File: config.mk
export PLATFORM = sky130hd
export DESIGN_NAME = cax_regs
export DESIGN_NICKNAME = d
export VERILOG_FILES = /design/src/rtl/cax_pkg.sv /design/src/rtl/cax_if.sv /design/src/rtl/cax_indicator.sv /design/src/rtl/cax_regs.sv
export SDC_FILE = /design/constraint.sdc
export NUM_CORES = 1
export LEC_CHECK = 0
export BUFFER_PORTS_ARGS = -buffer_cell sky130_fd_sc_hd__buf_2
export CORE_MARGIN = 5
export CORE_UTILIZATION = 50
export CTS_BUF_LIST = sky130_fd_sc_hd__clkbuf_8
export DETAILED_ROUTE_END_ITERATION = 8
export PLACE_DENSITY_LB_ADDON = 0.15
export SETUP_SLACK_MARGIN = 0.4
export SLEW_MARGIN = 10
export SYNTH_ARGS = -nofsm -noshare
export SYNTH_HDL_FRONTEND = slang
export SYNTH_SLANG_ARGS = --single-unit
File: constraint.sdc
create_clock -name clk -period 2.8 [get_ports clk]
set_input_delay 0.56 -clock clk [delete_from_list [all_inputs] [get_ports clk]]
set_output_delay 0.56 -clock clk [all_outputs]
set_load 0.1 [all_outputs]
File: src/rtl/cax_pkg.sv
// Constants for the charger auxiliary control register slice.
// Assumes an internal register port driven by the I2C front end on the same clock.
`default_nettype none
package cax_pkg;
	localparam logic [3:0] ADDR_PULSE_LINE = 4'hd;
	localparam logic [3:0] ADDR_DET_STATE = 4'he;
	localparam logic [3:0] ADDR_TRIM_IND = 4'hf;
	localparam logic [7:0] RST_PULSE_LINE = 8'h01;
	localparam logic [7:0] RST_TRIM_IND = 8'h00;
	localparam int POS_PULSE_EN = 7;
	localparam int POS_UP_REQ = 6;
	localparam int POS_DN_REQ = 5;
	localparam int POS_DPLUS = 3;
	localparam int POS_DMINUS = 1;
	localparam int POS_TEMP_EN = 0;
	localparam int POS_DET_DONE = 7;
	localparam int POS_TRIM = 6;
	localparam int POS_TRICKLE = 4;
	localparam int POS_IND = 2;
	localparam int POS_OFFSET = 0;
	localparam logic [1:0] MON_MODE_IND = 2'h1;
	localparam logic [1:0] IND_OFF = 2'h0;
	localparam logic [1:0] IND_LOW = 2'h1;
	localparam logic [1:0] IND_BLINK_1_1 = 2'h2;
	localparam int CLK_HZ = 10000000;
	localparam int BLINK_STEP_MS = 1000;
	localparam int BLINK_STEP_CYC = CLK_HZ / 1000 * BLINK_STEP_MS;
	typedef enum logic [1:0] {CAX_DRV_HIZ, CAX_DRV_0V, CAX_DRV_0V6, CAX_DRV_3V3} cax_drive_t;
endpackage
`default_nettype wire

File: src/rtl/cax_if.sv
// Carrier between register core and indicator driver.
// Assumes a single clock domain.
`timescale 1ns/1ns
`default_nettype none
interface cax_ind_if;
	logic [1:0] pattern;
	logic active;
	logic led_low;
	modport core(output pattern, output active, input led_low);
	modport drv(input pattern, input active, output led_low);
endinterface
`default_nettype wire

File: src/rtl/cax_indicator.sv
// Status indicator blink generator.
// Assumes a 10 MHz clock; one second ticks from a divider.
`timescale 1ns/1ns
`default_nettype none
module cax_indicator
	import cax_pkg::*;
#(
	parameter int STEP_CYC = BLINK_STEP_CYC
) (
	// Clock and reset
	input wire logic clk,
	input wire logic nrst,
	// Pattern
	cax_ind_if.drv ind
);
	logic [31:0] div_q;
	logic [1:0] sec_q;
	logic tick;
	assign tick = (div_q == 32'(STEP_CYC - 1));
	always_ff @(posedge clk or negedge nrst) begin
		if (!nrst) begin
			div_q <= '0;
		end else if (!ind.active || tick) begin
			div_q <= '0;
		end else begin
			div_q <= div_q + 32'h1;
		end
	end
	// Phase restarts while the indicator is inactive, so each activation with a pattern other than IND_OFF begins with its on second
	always_ff @(posedge clk or negedge nrst) begin
		if (!nrst) begin
			sec_q <= '0;
		end else if (!ind.active) begin
			sec_q <= '0;
		end else if (tick) begin
			sec_q <= sec_q + 2'h1;
		end
	end
	always_ff @(posedge clk or negedge nrst) begin
		if (!nrst) begin
			ind.led_low <= 1'b0;
		end else if (!ind.active) begin
			ind.led_low <= 1'b0;
		end else begin
			case (ind.pattern)
				IND_OFF: ind.led_low <= 1'b0;
				IND_LOW: ind.led_low <= 1'b1;
				IND_BLINK_1_1: ind.led_low <= ~sec_q[0];
				default: ind.led_low <= (sec_q == 2'h0);
			endcase
		end
	end
endmodule
`default_nettype wire

File: src/rtl/cax_regs.sv
// Register slice 0x0D..0x0F of the charger control map.
// Assumes the I2C front end presents one-cycle read/write strobes on clk.
`timescale 1ns/1ns
`default_nettype none
module cax_regs
	import cax_pkg::*;
#(
	parameter int STEP_CYC = BLINK_STEP_CYC
) (
	// Clock and reset
	input wire logic clk,
	input wire logic nrst,
	// Register port from I2C front end
	input wire logic [3:0] reg_addr,
	input wire logic reg_wr,
	input wire logic [7:0] reg_wdata,
	input wire logic reg_rd,
	output logic [7:0] reg_rdata,
	output logic reg_hit,
	// Reset sources
	input wire logic reg_reset_cmd,
	input wire logic watchdog_expired,
	output logic safety_timer_restart,
	// Charger events
	input wire logic source_plugged,
	input wire logic detection_done,
	input wire logic pulse_seq_done,
	input wire logic [1:0] charge_monitor_mode,
	// Control outputs
	output logic pulse_ctrl_enable,
	output logic pulse_voltage_up_req,
	output logic pulse_voltage_down_req,
	output cax_drive_t dplus_drive_sel,
	output cax_drive_t dminus_drive_sel,
	output logic temp_profile_enable,
	output logic [1:0] charge_voltage_trim,
	output logic trickle_current_sel,
	output logic [1:0] input_reg_offset_sel,
	output logic stat_led_low
);
	logic [7:0] pl_q;
	logic [7:0] ti_q;
	logic det_q;
	logic wr_pl;
	logic wr_ti;
	logic [7:0] rd_d;
	cax_ind_if ind();

	assign wr_pl = reg_wr && (reg_addr == ADDR_PULSE_LINE);
	assign wr_ti = reg_wr && (reg_addr == ADDR_TRIM_IND);
	// Writes to 0x0E simply fall through
	assign reg_hit = (reg_addr == ADDR_PULSE_LINE) || (reg_addr == ADDR_DET_STATE)
		|| (reg_addr == ADDR_TRIM_IND);
	assign safety_timer_restart = reg_reset_cmd;

	always_ff @(posedge clk or negedge nrst) begin
		if (!nrst) begin
			det_q <= 1'b0;
		end else if (reg_reset_cmd) begin
			det_q <= 1'b0;
		end else if (source_plugged) begin
			det_q <= 1'b0;
		end else if (detection_done) begin
			det_q <= 1'b1;
		end
	end

	always_ff @(posedge clk or negedge nrst) begin
		if (!nrst) begin
			pl_q <= RST_PULSE_LINE;
		end else if (reg_reset_cmd || watchdog_expired) begin
			pl_q <= RST_PULSE_LINE;
		end else begin
			if (wr_pl) begin
				pl_q[POS_PULSE_EN] <= reg_wdata[POS_PULSE_EN];
				pl_q[POS_TEMP_EN] <= reg_wdata[POS_TEMP_EN];
				// Requests gated by enable, held cleared otherwise
				pl_q[POS_UP_REQ] <= reg_wdata[POS_UP_REQ] & reg_wdata[POS_PULSE_EN]
					& pl_q[POS_PULSE_EN];
				pl_q[POS_DN_REQ] <= reg_wdata[POS_DN_REQ] & reg_wdata[POS_PULSE_EN]
					& pl_q[POS_PULSE_EN];
				if (det_q) begin
					pl_q[POS_DPLUS +: 2] <= reg_wdata[POS_DPLUS +: 2];
					pl_q[POS_DMINUS +: 2] <= reg_wdata[POS_DMINUS +: 2];
				end
			end else if (pulse_seq_done) begin
				pl_q[POS_UP_REQ] <= 1'b0;
				pl_q[POS_DN_REQ] <= 1'b0;
			end
			// Plug-in wins over a same-cycle write
			if (source_plugged) begin
				pl_q[POS_DPLUS +: 2] <= 2'h0;
				pl_q[POS_DMINUS +: 2] <= 2'h0;
			end
		end
	end

	always_ff @(posedge clk or negedge nrst) begin
		if (!nrst) begin
			ti_q <= RST_TRIM_IND;
		end else if (reg_reset_cmd) begin
			ti_q <= RST_TRIM_IND;
		end else if (watchdog_expired) begin
			ti_q[7:2] <= RST_TRIM_IND[7:2];
		end else if (wr_ti) begin
			ti_q <= reg_wdata;
		end
	end

	always_comb begin
		case (reg_addr)
			ADDR_PULSE_LINE: rd_d = pl_q;
			ADDR_DET_STATE: rd_d = {det_q, 7'h00};
			ADDR_TRIM_IND: rd_d = ti_q;
			default: rd_d = 8'h00;
		endcase
	end

	always_ff @(posedge clk or negedge nrst) begin
		if (!nrst) begin
			reg_rdata <= 8'h00;
		end else if (reg_rd) begin
			reg_rdata <= rd_d;
		end
	end

	assign pulse_ctrl_enable = pl_q[POS_PULSE_EN];
	assign pulse_voltage_up_req = pl_q[POS_UP_REQ];
	assign pulse_voltage_down_req = pl_q[POS_DN_REQ];
	assign dplus_drive_sel = cax_drive_t'(pl_q[POS_DPLUS +: 2]);
	assign dminus_drive_sel = cax_drive_t'(pl_q[POS_DMINUS +: 2]);
	assign temp_profile_enable = pl_q[POS_TEMP_EN];
	assign charge_voltage_trim = ti_q[POS_TRIM +: 2];
	assign trickle_current_sel = ti_q[POS_TRICKLE];
	assign input_reg_offset_sel = ti_q[POS_OFFSET +: 2];

	assign ind.pattern = ti_q[POS_IND +: 2];
	assign ind.active = (charge_monitor_mode == MON_MODE_IND);
	assign stat_led_low = ind.led_low;

	cax_indicator #(.STEP_CYC(STEP_CYC)) u_ind (
		.clk(clk),
		.nrst(nrst),
		.ind(ind)
	);
endmodule
`default_nettype wire

# ---- After elaboration in Yosys (flattened, before gate mapping)
# Index checks and enable logic that the tools add are counted.
dict set report op_classes {
  muxes 20
  n_bitwise 5
  eq_ne 9
  add_sub_neg 2
  reduce_logical 18
}
# operator count
set op_table {}
lappend op_table {{$add 32x1->32 const B} 1}
lappend op_table {{$eq 32x24->1 const B} 1}
lappend op_table {{$mux 32} 1}
lappend op_table {{$mux 8} 3}
lappend op_table {{$pmux 8 s3} 1}
lappend op_table {{$reduce_bool 3->1} 5}
lappend op_table {{$eq 4x4->1 const B} 3}
lappend op_table {{$mux 2} 5}
lappend op_table {{$mux 4} 2}
lappend op_table {{$mux 6} 1}
lappend op_table {{$mux 1} 5}
lappend op_table {{$mux 5} 1}
lappend op_table {{$and 1x1->1} 4}
lappend op_table {{$eq 2x1->1 const B} 2}
lappend op_table {{$logic_not 2->1} 2}
lappend op_table {{$logic_or 1x1->1} 4}
lappend op_table {{$ne 2x2->1 const B} 2}
lappend op_table {{$reduce_and 2->1} 2}
lappend op_table {{$reduce_bool 2->1} 2}
lappend op_table {{$pmux 1 s3} 1}
lappend op_table {{$add 2x1->2 const B} 1}
lappend op_table {{$eq 2x2->1 const B} 1}
lappend op_table {{$logic_and 1x1->1} 2}
lappend op_table {{$logic_not 1->1} 1}
lappend op_table {{$not 1->1} 1}
dict set report word_totals {
  word_cells 64
  ff_bits 60
  in_bits 23
  output_inout_bits 24
}

# ---- Depth between registers and ports, before layout
# Gate-level depths: netlist of the first run.
dict set report depth {
  ltp_word 5
  depth_mapped 8
  mapped_depth_nobuf 6
}

# ---- Hierarchy
# A second synthesis of the first run with hierarchy kept.
dict set report unflattened {
  hier_cells 345
  hier_area_um2 3301.9
}
# module instances cells_per_inst area_each_um2 seq_area_each_um2
set modules_own_cells {}
lappend modules_own_cells {cax_indicator 1 215 1975.6 875.8}
lappend modules_own_cells {cax_regs 1 130 1326.3 626.9}

# ---- Worst setup path before layout of the first run
# Ideal clock, no wire load.
dict set report synth_timing {
  kind {input-to-output}
  start {input port reg_addr[1]}
  end {output port reg_hit}
  t_required_ps 2240
  setup_slack_ps 633
  t_arrival_ps 1607
  n_path_buf 1
  cell_stages 2
  path_cell_list {clkbuf_1 -> o211a_1}
}
dict set report synth_via {
  elab_chain_cells 3
  elab_cells_between_ends 5
  classes_between {eq/ne: 3; reduce/logical: 2}
}
# element line
set synth_lines {}
lappend synth_lines {{start: declaration} cax_regs.sv:14} ;# input wire logic [3:0] reg_addr,
lappend synth_lines {{$eq 4x4->1} cax_regs.sv:52} ;# assign reg_hit = (reg_addr == ADDR_PULSE_LINE) || (reg_addr == ADDR_DET_STATE)
lappend synth_lines {{$logic_or 1x1->1} cax_regs.sv:52}
lappend synth_lines {{$logic_or 1x1->1 *} cax_regs.sv:53} ;# || (reg_addr == ADDR_TRIM_IND);
lappend synth_lines {{end: declaration} cax_regs.sv:19} ;# output logic reg_hit,
# Mark *: on every way between the ends. The rest lies on a longest branch, timed or not.

# ---- Worst setup path in the final report of the first run
dict set report layout_timing {
  start {register u_ind.div_q[17]}
  end {register u_ind.div_q[16]}
}
dict set report layout_via {
  elab_chain_cells 3
}
# element line
set layout_lines {}
lappend layout_lines {{start: declaration} cax_indicator.sv:16} ;# logic [31:0] div_q;
lappend layout_lines {{start signal: assignment} cax_indicator.sv:26} ;# div_q <= div_q + 32'h1;
lappend layout_lines {{$eq 32x24->1} cax_indicator.sv:19} ;# assign tick = (div_q == 32'(STEP_CYC - 1));
lappend layout_lines {{$logic_or 1x1->1} cax_indicator.sv:23} ;# end else if (!ind.active || tick) begin
lappend layout_lines {{$mux 32} cax_indicator.sv:23}
# No other way between the ends.
# A chain may end at the register's enable or synchronous reset.

==> results of run 1 <==
[layout make-up]
cell class                 count  area (µm²)
clock inverter                 5        51.3
multi-input combinational    215        1400
sequential                    60        1500
timing repair buffer          52         288
inverter                      13        48.8
clock buffer                  11         151
tap                           75        93.8
fill                         538        2420
[routing by layer]
metal	up-vias	GRT usage, %	share of wire, %
met4	0	5.91	1.3
met5	-	0	0
met1	1119	25.0	48
met3	7	4.75	3.8
met2	39	28.7	47
li1	1155	-	-
[sequential cells by signal, indices dropped and copies added, names as in the netlist]
| name | cells |
|---|---|
| u_ind.div_q | 32 |
| pl_q | 8 |
| reg_rdata | 8 |
| ti_q | 8 |
| u_ind.sec_q | 2 |
| det_q | 1 |
| u_ind.ind.led_low | 1 |
[cell usage after synthesis, types with 2 or more instances]
master / number
nor4_1: 3
nor4_4: 2
buf_2: 3
mux2i_1: 12
clkbuf_1: 5
nand4_1: 12
inv_1: 13
a311oi_1: 2
clkbuf_2: 2
dfrtp_1: 59
nand2_1: 12
buf_4: 5
buf_12: 2
or3b_2: 2
and3_1: 7
mux2_2: 8
nor2_1: 48
nand3_1: 25
xor2_1: 20
and4_1: 6
a21oi_1: 9
xnor2_1: 6
or3_1: 4
nor4b_1: 2
o21ai_0: 12
ha_1: 2
nor3_1: 4
[cell usage in the layout, fill, tap and decap left out, types with 2 or more instances in the layout]
master,instances
inv_1,14
nor4_4,2
clkbuf_8,11
xor2_1,20
clkinv_2,2
buf_4,5
a311oi_1,2
dfrtp_1,59
nor4b_1,2
nor4_1,3
nand3_1,25
a21oi_1,9
mux2_2,8
nor2_1,48
ha_1,2
or3b_2,2
nand4_1,12
xnor2_1,6
or3_1,4
o21ai_0,12
buf_2,46
and4_1,6
nor3_1,4
and3_1,7
mux2i_1,12
or2_2,2
nand2_1,12
[metrics by stage]
step	std cells	total power, µW	util, %
CTS	431	1770	59.3
detailed placement	415	992	55.9
global route	431	1830	59.3
floorplan	307	947	-
global placement	415	992	55.9
finish	431	1750	59.3
[how the worst min path moves through the flow]
| stage | slack, ns | cells past startpoint | to | start |
|---|---|---|---|---|
| 2_1_floorplan | 0.26 | 0 | det_q | nrst |
| 3_3_place_gp | 0.45 | 1 | u_ind.div_q[0] | u_ind.div_q[0] |
| 3_5_place_dp | 0.46 | 1 | u_ind.div_q[0] | u_ind.div_q[0] |
| 4_1_cts | 0.24 | 1 | ti_q[6] | nrst |
| 5_1_grt | 0.27 | 1 | ti_q[6] | nrst |
| 6_report | 0.23 | 1 | ti_q[6] | nrst |
[power by group through the flow]
stage	clock network [µW]	registers (µW)	logic, µW
3_5_place_dp	0	889	103
4_1_cts	797	873	103
2_1_floorplan	0	896	50.9
6_report	779	873	101
3_3_place_gp	0	889	103
5_1_grt	843	872	113
[logic make-up after synthesis]
kind of cell,count (synthesis),synth area share (%)
AO/OA/AOI/OAI,28,5.39
XOR/XNOR,26,7.38
adder cells (fa/ha/maj),2,0.811
buffers and inverters,32,6.00
flip-flops,60,48.7
multiplexers,20,6.81
AND/OR/NAND/NOR,139,24.9
[critical path: cells and delay by family (launching register included)]
| family | cells | cell delay, ns |
|---|---|---|
| AND/OR/NAND/NOR | 5 | 1.40 |
| flip-flops | 1 | 0.44 |
| buffers and inverters | 1 | 0.21 |
[repair_timing]
item,in CTS,in global routing
hold buffers,0,0
gates resized for setup,0,1
endpoints found under the setup margin,0,23
==> impl_results.md, run 1 <==
- GRT Resource Usage Total: 18.3%
- FF+latch count, synth: 60
- Die width: 88.6 µm
- Layout cells sized above 1: 23.9%
- Worst Path Required: 3.02 ns
- Setup bufs post-CTS: 0
- Critical Path, Cell by Cell: nor4_1 > nand2_1 > nor4_4 > or2_2 > buf_4 > nor2_1
- Synth area leader: dfrtp_1
- TritonRoute pass-1 iters: 4
- VDD IR max: 335 µV
- Final-report setup violation count: 0
- CP arrival: 2.37 ns
- Critical Path Sink Type: flop
- Reg2Reg Depth: 6
- Type of the worst setup path: reg -> reg
- Critical R2R Capture: u_ind.div_q[16]
- Max stage delay cell, worst path: nor4_1
- CP endpoint: u_ind.div_q[16]
- Via Count: 2320
- Post-DR vias/cell: 5.38
- WL final: 6350 µm
- Clock root buffer: clkbuf_8
- Worst reg2reg setup slack: 0.65 ns
- Placed standard-cell area: 3330 µm²
- Reg power frac: 49.8%
- Number of max-cap violations: 0
- Starting density of the core: 51.8%
- H-tree depth: 3
- Clock latency on the worst-skew pair: 0.33 ns
- CTS tree: done
- Synth Net Count: 332
- Iteration-0 DRC Markers: 96
- Final hold vios: 0
- Mean Syn Cell Area: 10.1 µm²
- PwrDens: 496 nW/µm²
- Final min period: 2.15 ns
- Port bufs: 46
- Post-layout instance area: 3530 µm²
- Initial antenna violation count: 0
- Switching power: 400 µW
- Drt wl/cell: 14.7 µm
- Remaining DRCs: 0
- Worst Hold Class: in -> async
- Maximum clock insertion buffer count: 2
- Share of synthesized registers carrying an async set or reset: 100%
- Worst Max-Slew Pin Slew: 0.741 ns
- Final hold slack: 0.234 ns
- Routability cong.: 0.955
- Post-synth EDFFs: 0
- Worst path max stage delay: 0.46 ns
- Total core area: 5960 µm²
- Combinational power share: 5.8%
- Row count: 28
- Num CTS Buffers: 9
- Clk network pwr share: 44.4%
- Antenna diodes: 0
- CP Launch Type: flop
- Worst-path clk slew: 0.07 ns
- Ys flop type: dfrtp_1
- Internal power: 1350 µW
- Setup_tns: 0 ns
- Synthesized instance count: 307
- Status: complete, no violations
- Static Leak: 0.00168 µW
- Tcrit/Tclk final: 76.8%
- DRT antenna net count: 0
- Layout Skew: 0.00734 ns
- Number of global-route vias before repair: 2290
- Die height: 88.6 µm
- Remaining global-route overflow: 0
- Post-synth top area share: 47.9%
- Ranking of synthesized cells by area: dfrtp_1, nor2_1, xor2_1
- Setup crit start: u_ind.div_q[17]
- First-pass GRT wire length: 11000 µm
- Rel. slew slack: 50.2%
- Number of I/O pins: 47
- Number of clock sinks: 60
- Sw Share: 22.8%
- RSZ-0062 raised after global routing: no
- Seq/Total Area, Yosys: 48.7%
- Die area: 7840 µm²
- Hpwl dp: 4690 µm
- FMAX: 465 MHz
- NumNets Final: 376
- Largest net degree at the start of global routing: 36
- Final worst setup slack: 0.648 ns
- Netlist cell types: 47
- R2R Path Start: u_ind.div_q[17]
- Pre-CTS setup slack: 0.439 ns
- Post-Syn Area: 3090 µm²
- Area Overhead vs Synth: 14.5%
- Final slew viol count: 0
- Synth warn: 0
- Critical path fanouts, max: 18
(Power assumes the default switching activity.)
==> run 2: changes to the inputs <==
ABC_AREA = 1   (was unset)
clock period = 2.1 ns   (was 2.8 ns; I/O delays follow)
==> impl_results.md, run 2 <==
- First-pass GRT wire length: 14500 µm (+32%)
- Clock root buffer: clkbuf_8
- Routability cong.: 0.878 (-8.0%)
- Maximum clock insertion buffer count: 2 (unchanged)
- WL final: 8730 µm (+37%)
- Synth warn: 0 (unchanged)
- Synth Net Count: 504 (+52%)
- Ranking of synthesized cells by instance count: nand2_1, nor2_1, inv_1
- Critical path fanouts, max: 4 (-14)
- Setup_tns: 0 ns (unchanged)
- Final-report setup violation count: 0 (unchanged)
- Starting density of the core: 50.9% (-0.94 points)
- NumNets Final: 557 (+48%)
- Number of I/O pins: 47 (unchanged)
- Tcrit/Tclk final: 77.7%
- Synthesized instance count: 479 (+56%)
- Iteration-0 DRC Markers: 190 (+98%)
- Post-Syn Area: 3440 µm² (+11%)
- Post-synth EDFFs: 0 (unchanged)
- Final hold vios: 0 (unchanged)
- Die area: 8630 µm² (+10%)
- Clock latency on the worst-skew pair: 0.35 ns (+0.02 ns)
- CTS hold repair buffers: 0 (unchanged)
- Remaining global-route overflow: 0 (unchanged)
- Seq/Total Area, Yosys: 43.7% (-5.0 points)
- GRT Resource Usage Total: 21.6% (+3.3 points)
- Area Overhead vs Synth: 17.5%
- Layout cells sized above 1: 19.4% (-4.5 points)
- Total core area: 6760 µm² (+13%)
- CP bufs+invs: 1 (unchanged)
- FILL cells: 632 (+17%)
- Hpwl dp: 6270 µm (+34%)
- Final min period: 1.63 ns
- Final slew viol count: 0 (unchanged)
- Port bufs: 46 (unchanged)
- RSZ-0062 raised after global routing: no
- Most common cell after layout, fill and taps aside: nand2_1
- Share of synthesized registers carrying an async set or reset: 100% (unchanged)
- Number of clock sinks: 60 (unchanged)
- Ranking of synthesized cells by area: dfrtp_1, nand2_1, nor2_1
- Final hold slack: 0.0607 ns (-0.173 ns)
- Row count: 30 (+7.1%)
- FF+latch count, synth: 60 (unchanged)
- Synth area leader: dfrtp_1
- Rel. slew slack: 36.1% (-14 points)
- Static Leak: 0.00182 µW (+8.6%)
- PwrDens: 614 nW/µm² (+24%)
- TritonRoute pass-1 iters: 5 (+1)
- Num CTS Buffers: 9 (unchanged)
- Type of the worst setup path: reg -> out
- Mean Syn Cell Area: 7.18 µm² (-29%)
- Most frequent cells in the layout: nand2_1, nor2_1, inv_1
- Via Count: 3138 (+35%)
- Design Power: 2480 µW (+42%)
- Die height: 92.9 µm (+4.9%)
- VDD IR max: 351 µV (+4.6%)
- CP Launch Type: flop
- Worst path max stage delay: 0.45 ns (about the same)
- Remaining DRCs: 0 (unchanged)
- Number of max-cap violations: 0 (unchanged)
- Worst Max-Slew Pin Slew: 0.957 ns (+0.216 ns)
- Reg with most FFs: u_ind.div_q
- Ys flop type: dfrtp_1
- Status: complete, no violations
- Layout Skew: 0.00851 ns (+0.00117 ns)
- Max stage delay cell, worst path: buf_2
- Largest delay share family, worst path: buffers and inverters
- Post-synth top area share: 43.0% (-4.9 points)
- Number of global-route vias before repair: 3185 (+39%)
- Initial antenna violation count: 0 (unchanged)
- Critical Path Sink Type: output pin
- Antenna diodes: 0 (unchanged)
- Post-DR vias/cell: 5.09 (-5.5%)
- Worst Path Required: 1.68 ns (-1.34 ns)
- H-tree depth: 3 (unchanged)
- Drt wl/cell: 14.2 µm (-4.0%)
- DRT antenna net count: 0 (unchanged)
- Largest net degree at the start of global routing: 61 (+69%)
- Netlist cell types: 29 (-38%)
- FMAX: 613 MHz
- CP arrival: 1.21 ns (-1.16 ns)
- Number of flip-flops under the largest register name: 32 (unchanged)
- Critical Path, Cell by Cell: buf_2
- Worst Hold Class: in -> async
- Top-count cell post-synth: nand2_1
- Worst-path clk slew: 0.08 ns (about the same)
- Die width: 92.9 µm (+4.9%)
- CTS tree: done
## run 2: power breakdown
part	internal, µW	leakage [µW]	total, µW	switching, µW
sequential	1160	0.000833	1160	3.68
clock	663	0.000109	1160	493
combinational	41.6	0.000879	161	119
## run 2: final timing paths
check | start | endpoint | slack, ns | cells past startpoint
setup / recovery | pl_q[7] | pulse_ctrl_enable | 0.47 | 1
hold / removal | nrst | u_ind.div_q[8] | 0.06 | 2
setup reg to reg | u_ind.div_q[0] | u_ind.div_q[26] | 0.50 | 8
hold reg to reg | u_ind.div_q[0] | u_ind.div_q[0] | 0.50 | 1
max in group asynchronous | nrst | pl_q[0] | 1.72 | 2
min in group clk | pulse_seq_done | pl_q[5] | 0.28 | 2
## run 2: routing by layer
metal  GRT usage, %  up-vias  wire length (µm)
li1               -     1578                 -
met1           26.0     1423              3720
met2           35.9      114              4210
met3           4.22       23               521
met4           12.1        0               280
met5              0        -                 0
## run 2: cells by family (layout without fill, tap and decap cells)
| group | Yosys count | count (layout) | synth area share, % |
|---|---|---|---|
| flops | 60 | 60 | 43.7 |
| fa+ha+maj | 2 | 2 | 0.728 |
| compound gates | 39 | 39 | 6.33 |
| simple gates | 284 | 287 | 35.7 |
| buf+inv | 81 | 136 | 10.2 |
| xor+xnor | 13 | 13 | 3.31 |
## run 2: layout make-up
type	instances	area, µm²	share of cell area (%)
multi-input combinational	341	1690	41.8
sequential	60	1500	37.2
inverter	72	270	6.69
timing repair buffer	48	263	6.51
clock buffer	9	124	3.07
tap	80	100	2.48
clock inverter	7	91.3	2.26
## run 2: stage by stage
step	std cells	cell area (µm²)	setup WS [ns]	util [%]
after floorplan	479	3450	0.600	-
after global placement	597	3720	0.355	55.1
after detailed placement	597	3720	0.267	55.1
after CTS	615	3990	0.415	59.1
after global routing	617	4040	0.393	59.8
final	617	4040	0.468	59.8
## run 2: what timing repair did
item / in CTS / in global routing
endpoints found under the setup margin: 33 / 36
gates cloned: 2 / 1
setup buffers: 0 / 1
gates resized for setup: 5 / 6
==> run 3: changes to the inputs <==
clock period = 1.5 ns   (was 2.1 ns; I/O delays follow)
==> impl_results.md, run 3 (synthesis gave the netlist of run 2 again) <==
- RSZ-0062 raised after global routing: yes
- VDD IR max: 556 µV (+58%)
- Worst Max-Slew Pin Slew: 0.564 ns (-0.394 ns)
- Final hold vios: 0 (unchanged)
- Final-report setup violation count: 0 (unchanged)
- Number of clock sinks: 60 (unchanged)
- Area of the multi-input gates: 1730 µm² (+2.4%)
- Register area: 1550 µm² (+3.1%)
- FMAX: 667 MHz
- DRT antenna net count: 0 (unchanged)
- Hold path depth: 2
- Die height: 92.9 µm (unchanged)
- Row count: 30 (unchanged)
- Status: complete, no violations
- Hpwl dp: 6370 µm (+1.7%)
- Pre-CTS setup slack: 0.0323 ns (-0.234 ns)
- Drt wl/cell: 14.4 µm (+2.1%)
- Maximum clock insertion buffer count: 2 (unchanged)
- Area Overhead vs Synth: 39.9%
- NumNets Final: 585 (+5.0%)
- Remaining DRCs: 0 (unchanged)
- Critical R2R Capture: u_ind.div_q[7]
- Final hold slack: 0.151 ns (+0.0907 ns)
- Final worst setup slack: 0.00143 ns (-0.467 ns)
- Worst Hold Class: in -> reg
- Via Count: 3315 (+5.6%)
- Most frequent cells in the layout: nand2_1, inv_1, nor2_1
- Number of global-route vias before repair: 3311 (+4.0%)
- TritonRoute pass-1 iters: 4 (-1)
- Routability cong.: 0.977 (+11%)
- Die width: 92.9 µm (unchanged)
- Reg2Reg Depth: 8 (unchanged)
- Total core area: 6760 µm² (unchanged)
- WL final: 9300 µm (+6.5%)
- GRT Resource Usage Total: 22.3% (+0.75 points)
- H-tree depth: 3 (unchanged)
- Critical Path Sink Type: flop
- Number of I/O pins: 47 (unchanged)
- First-pass GRT wire length: 15200 µm (+4.9%)
- PwrDens: 733 nW/µm² (+19%)
- Hold_sp: pulse_seq_done
- CTS tree: done
- Worst Hold Endpoint: pl_q[6]
- Final min period: 1.50 ns
- Layout cells sized above 1: 30.9% (+11 points)
- Port bufs: 46 (unchanged)
- Iteration-0 DRC Markers: 193 (+1.6%)
- Die area: 8630 µm² (unchanged)
- Layout Skew: 0.00983 ns (+0.00132 ns)
- Final slew viol count: 0 (unchanged)
- Largest net degree at the start of global routing: 61 (unchanged)
- Initial antenna violation count: 0 (unchanged)
- CP arrival: 1.72 ns (+0.51 ns)
- Critical path fanouts, max: 7 (+3)
- Clock root buffer: clkbuf_8
- Number of flip-flops under the largest register name: 32 (unchanged)
- Tcrit/Tclk final: 99.9%
- Post-DR vias/cell: 5.15 (+1.2%)
- Remaining global-route overflow: 0 (unchanged)
- FILL cells: 514 (-19%)
- Fin cells: 644 (+4.4%)
- Worst reg2reg setup slack: 0.001 ns (-0.50 ns)
- Clock latency on the worst-skew pair: 0.34 ns (about the same)
- Worst-path clk slew: 0.07 ns (about the same)
- Static Leak: 0.00206 µW (+13%)
- Type of the worst setup path: reg -> reg
- Most common cell after layout, fill and taps aside: nand2_1
- CP Launch Type: flop
- Rel. slew slack: 62.3% (+26 points)
- Num CTS Buffers: 9 (unchanged)
- Worst Path Required: 1.73 ns (+0.05 ns)
- Antenna diodes: 0 (unchanged)
- Number of max-cap violations: 0 (unchanged)
- Placed insts: 612 (+2.5%)
- Starting density of the core: 50.9% (unchanged)
- Reg with most FFs: u_ind.div_q
- R2R Path Start: u_ind.div_q[4]
==> run 3: stage by stage <==
stage	cell area, µm²	TNS (ns)	utilization [%]	power [µW]
6_report	4810	0	71.1	3520
4_1_cts	4500	0	66.7	3510
3_5_place_dp	3960	0	58.6	1890
5_1_grt	4810	-2.24	71.1	3690
3_3_place_gp	3960	0	58.6	1890
2_1_floorplan	3520	0	-	1780
==> run 3: layer usage <==
| metal | GRT usage [%] | up-vias | share of wire, % |
|---|---|---|---|
| met5 | 0 | - | 0 |
| met4 | 11.0 | 0 | 3.4 |
| met3 | 5.12 | 29 | 4.8 |
| met2 | 37.6 | 98 | 50 |
| met1 | 26.7 | 1556 | 41 |
| li1 | - | 1632 | - |
==> run 3: worst max-delay path by stage <==
stage / endpoint / slack (ns) / from
4_1_cts: u_ind.div_q[18] / 0.03 / u_ind.div_q[1]
5_1_grt: u_ind.div_q[25] / -0.09 / u_ind.div_q[13]
2_1_floorplan: u_ind.div_q[2] / 0.11 / u_ind.div_q[0]
3_5_place_dp: u_ind.div_q[27] / 0.03 / u_ind.div_q[3]
3_3_place_gp: u_ind.div_q[27] / 0.02 / u_ind.div_q[3]
6_report: u_ind.div_q[7] / 0.001 / u_ind.div_q[4]
==> run 3: layout make-up <==
class / instances / share of cell area, %
clock buffer: 10 / 2.86
clock inverter: 5 / 1.61
tap: 80 / 2.08
timing repair buffer: 79 / 19.5
multi-input combinational: 338 / 35.9
inverter: 72 / 5.78
sequential: 60 / 32.2
==> run 3: critical path, cell delays in order (launching register included) <==
cell	delay [ns]
dfrtp_1	0.39
nand2_1	0.15
nor2_1	0.16
nand2_1	0.10
nor2_2	0.17
nand2_4	0.09
nand2_8	0.11
clkbuf_16	0.17
nor2_2	0.03
==> run 3: repair_timing <==
action                                 CTS  global route
hold buffers                             1             0
gates cloned                             0             3
resized for setup                       78            57
endpoints found under the hold margin   59             0
setup endpoints to repair               58            58
pin swaps                                2             9
buffers inserted                         6             7
==> run 3: power breakdown <==
group / internal (µW) / switching [µW] / total [µW]
Sequential: 1620 / 7.91 / 1630
Clock: 965 / 632 / 1600
Combinational: 112 / 181 / 293
Total: 2700 / 821 / 3520
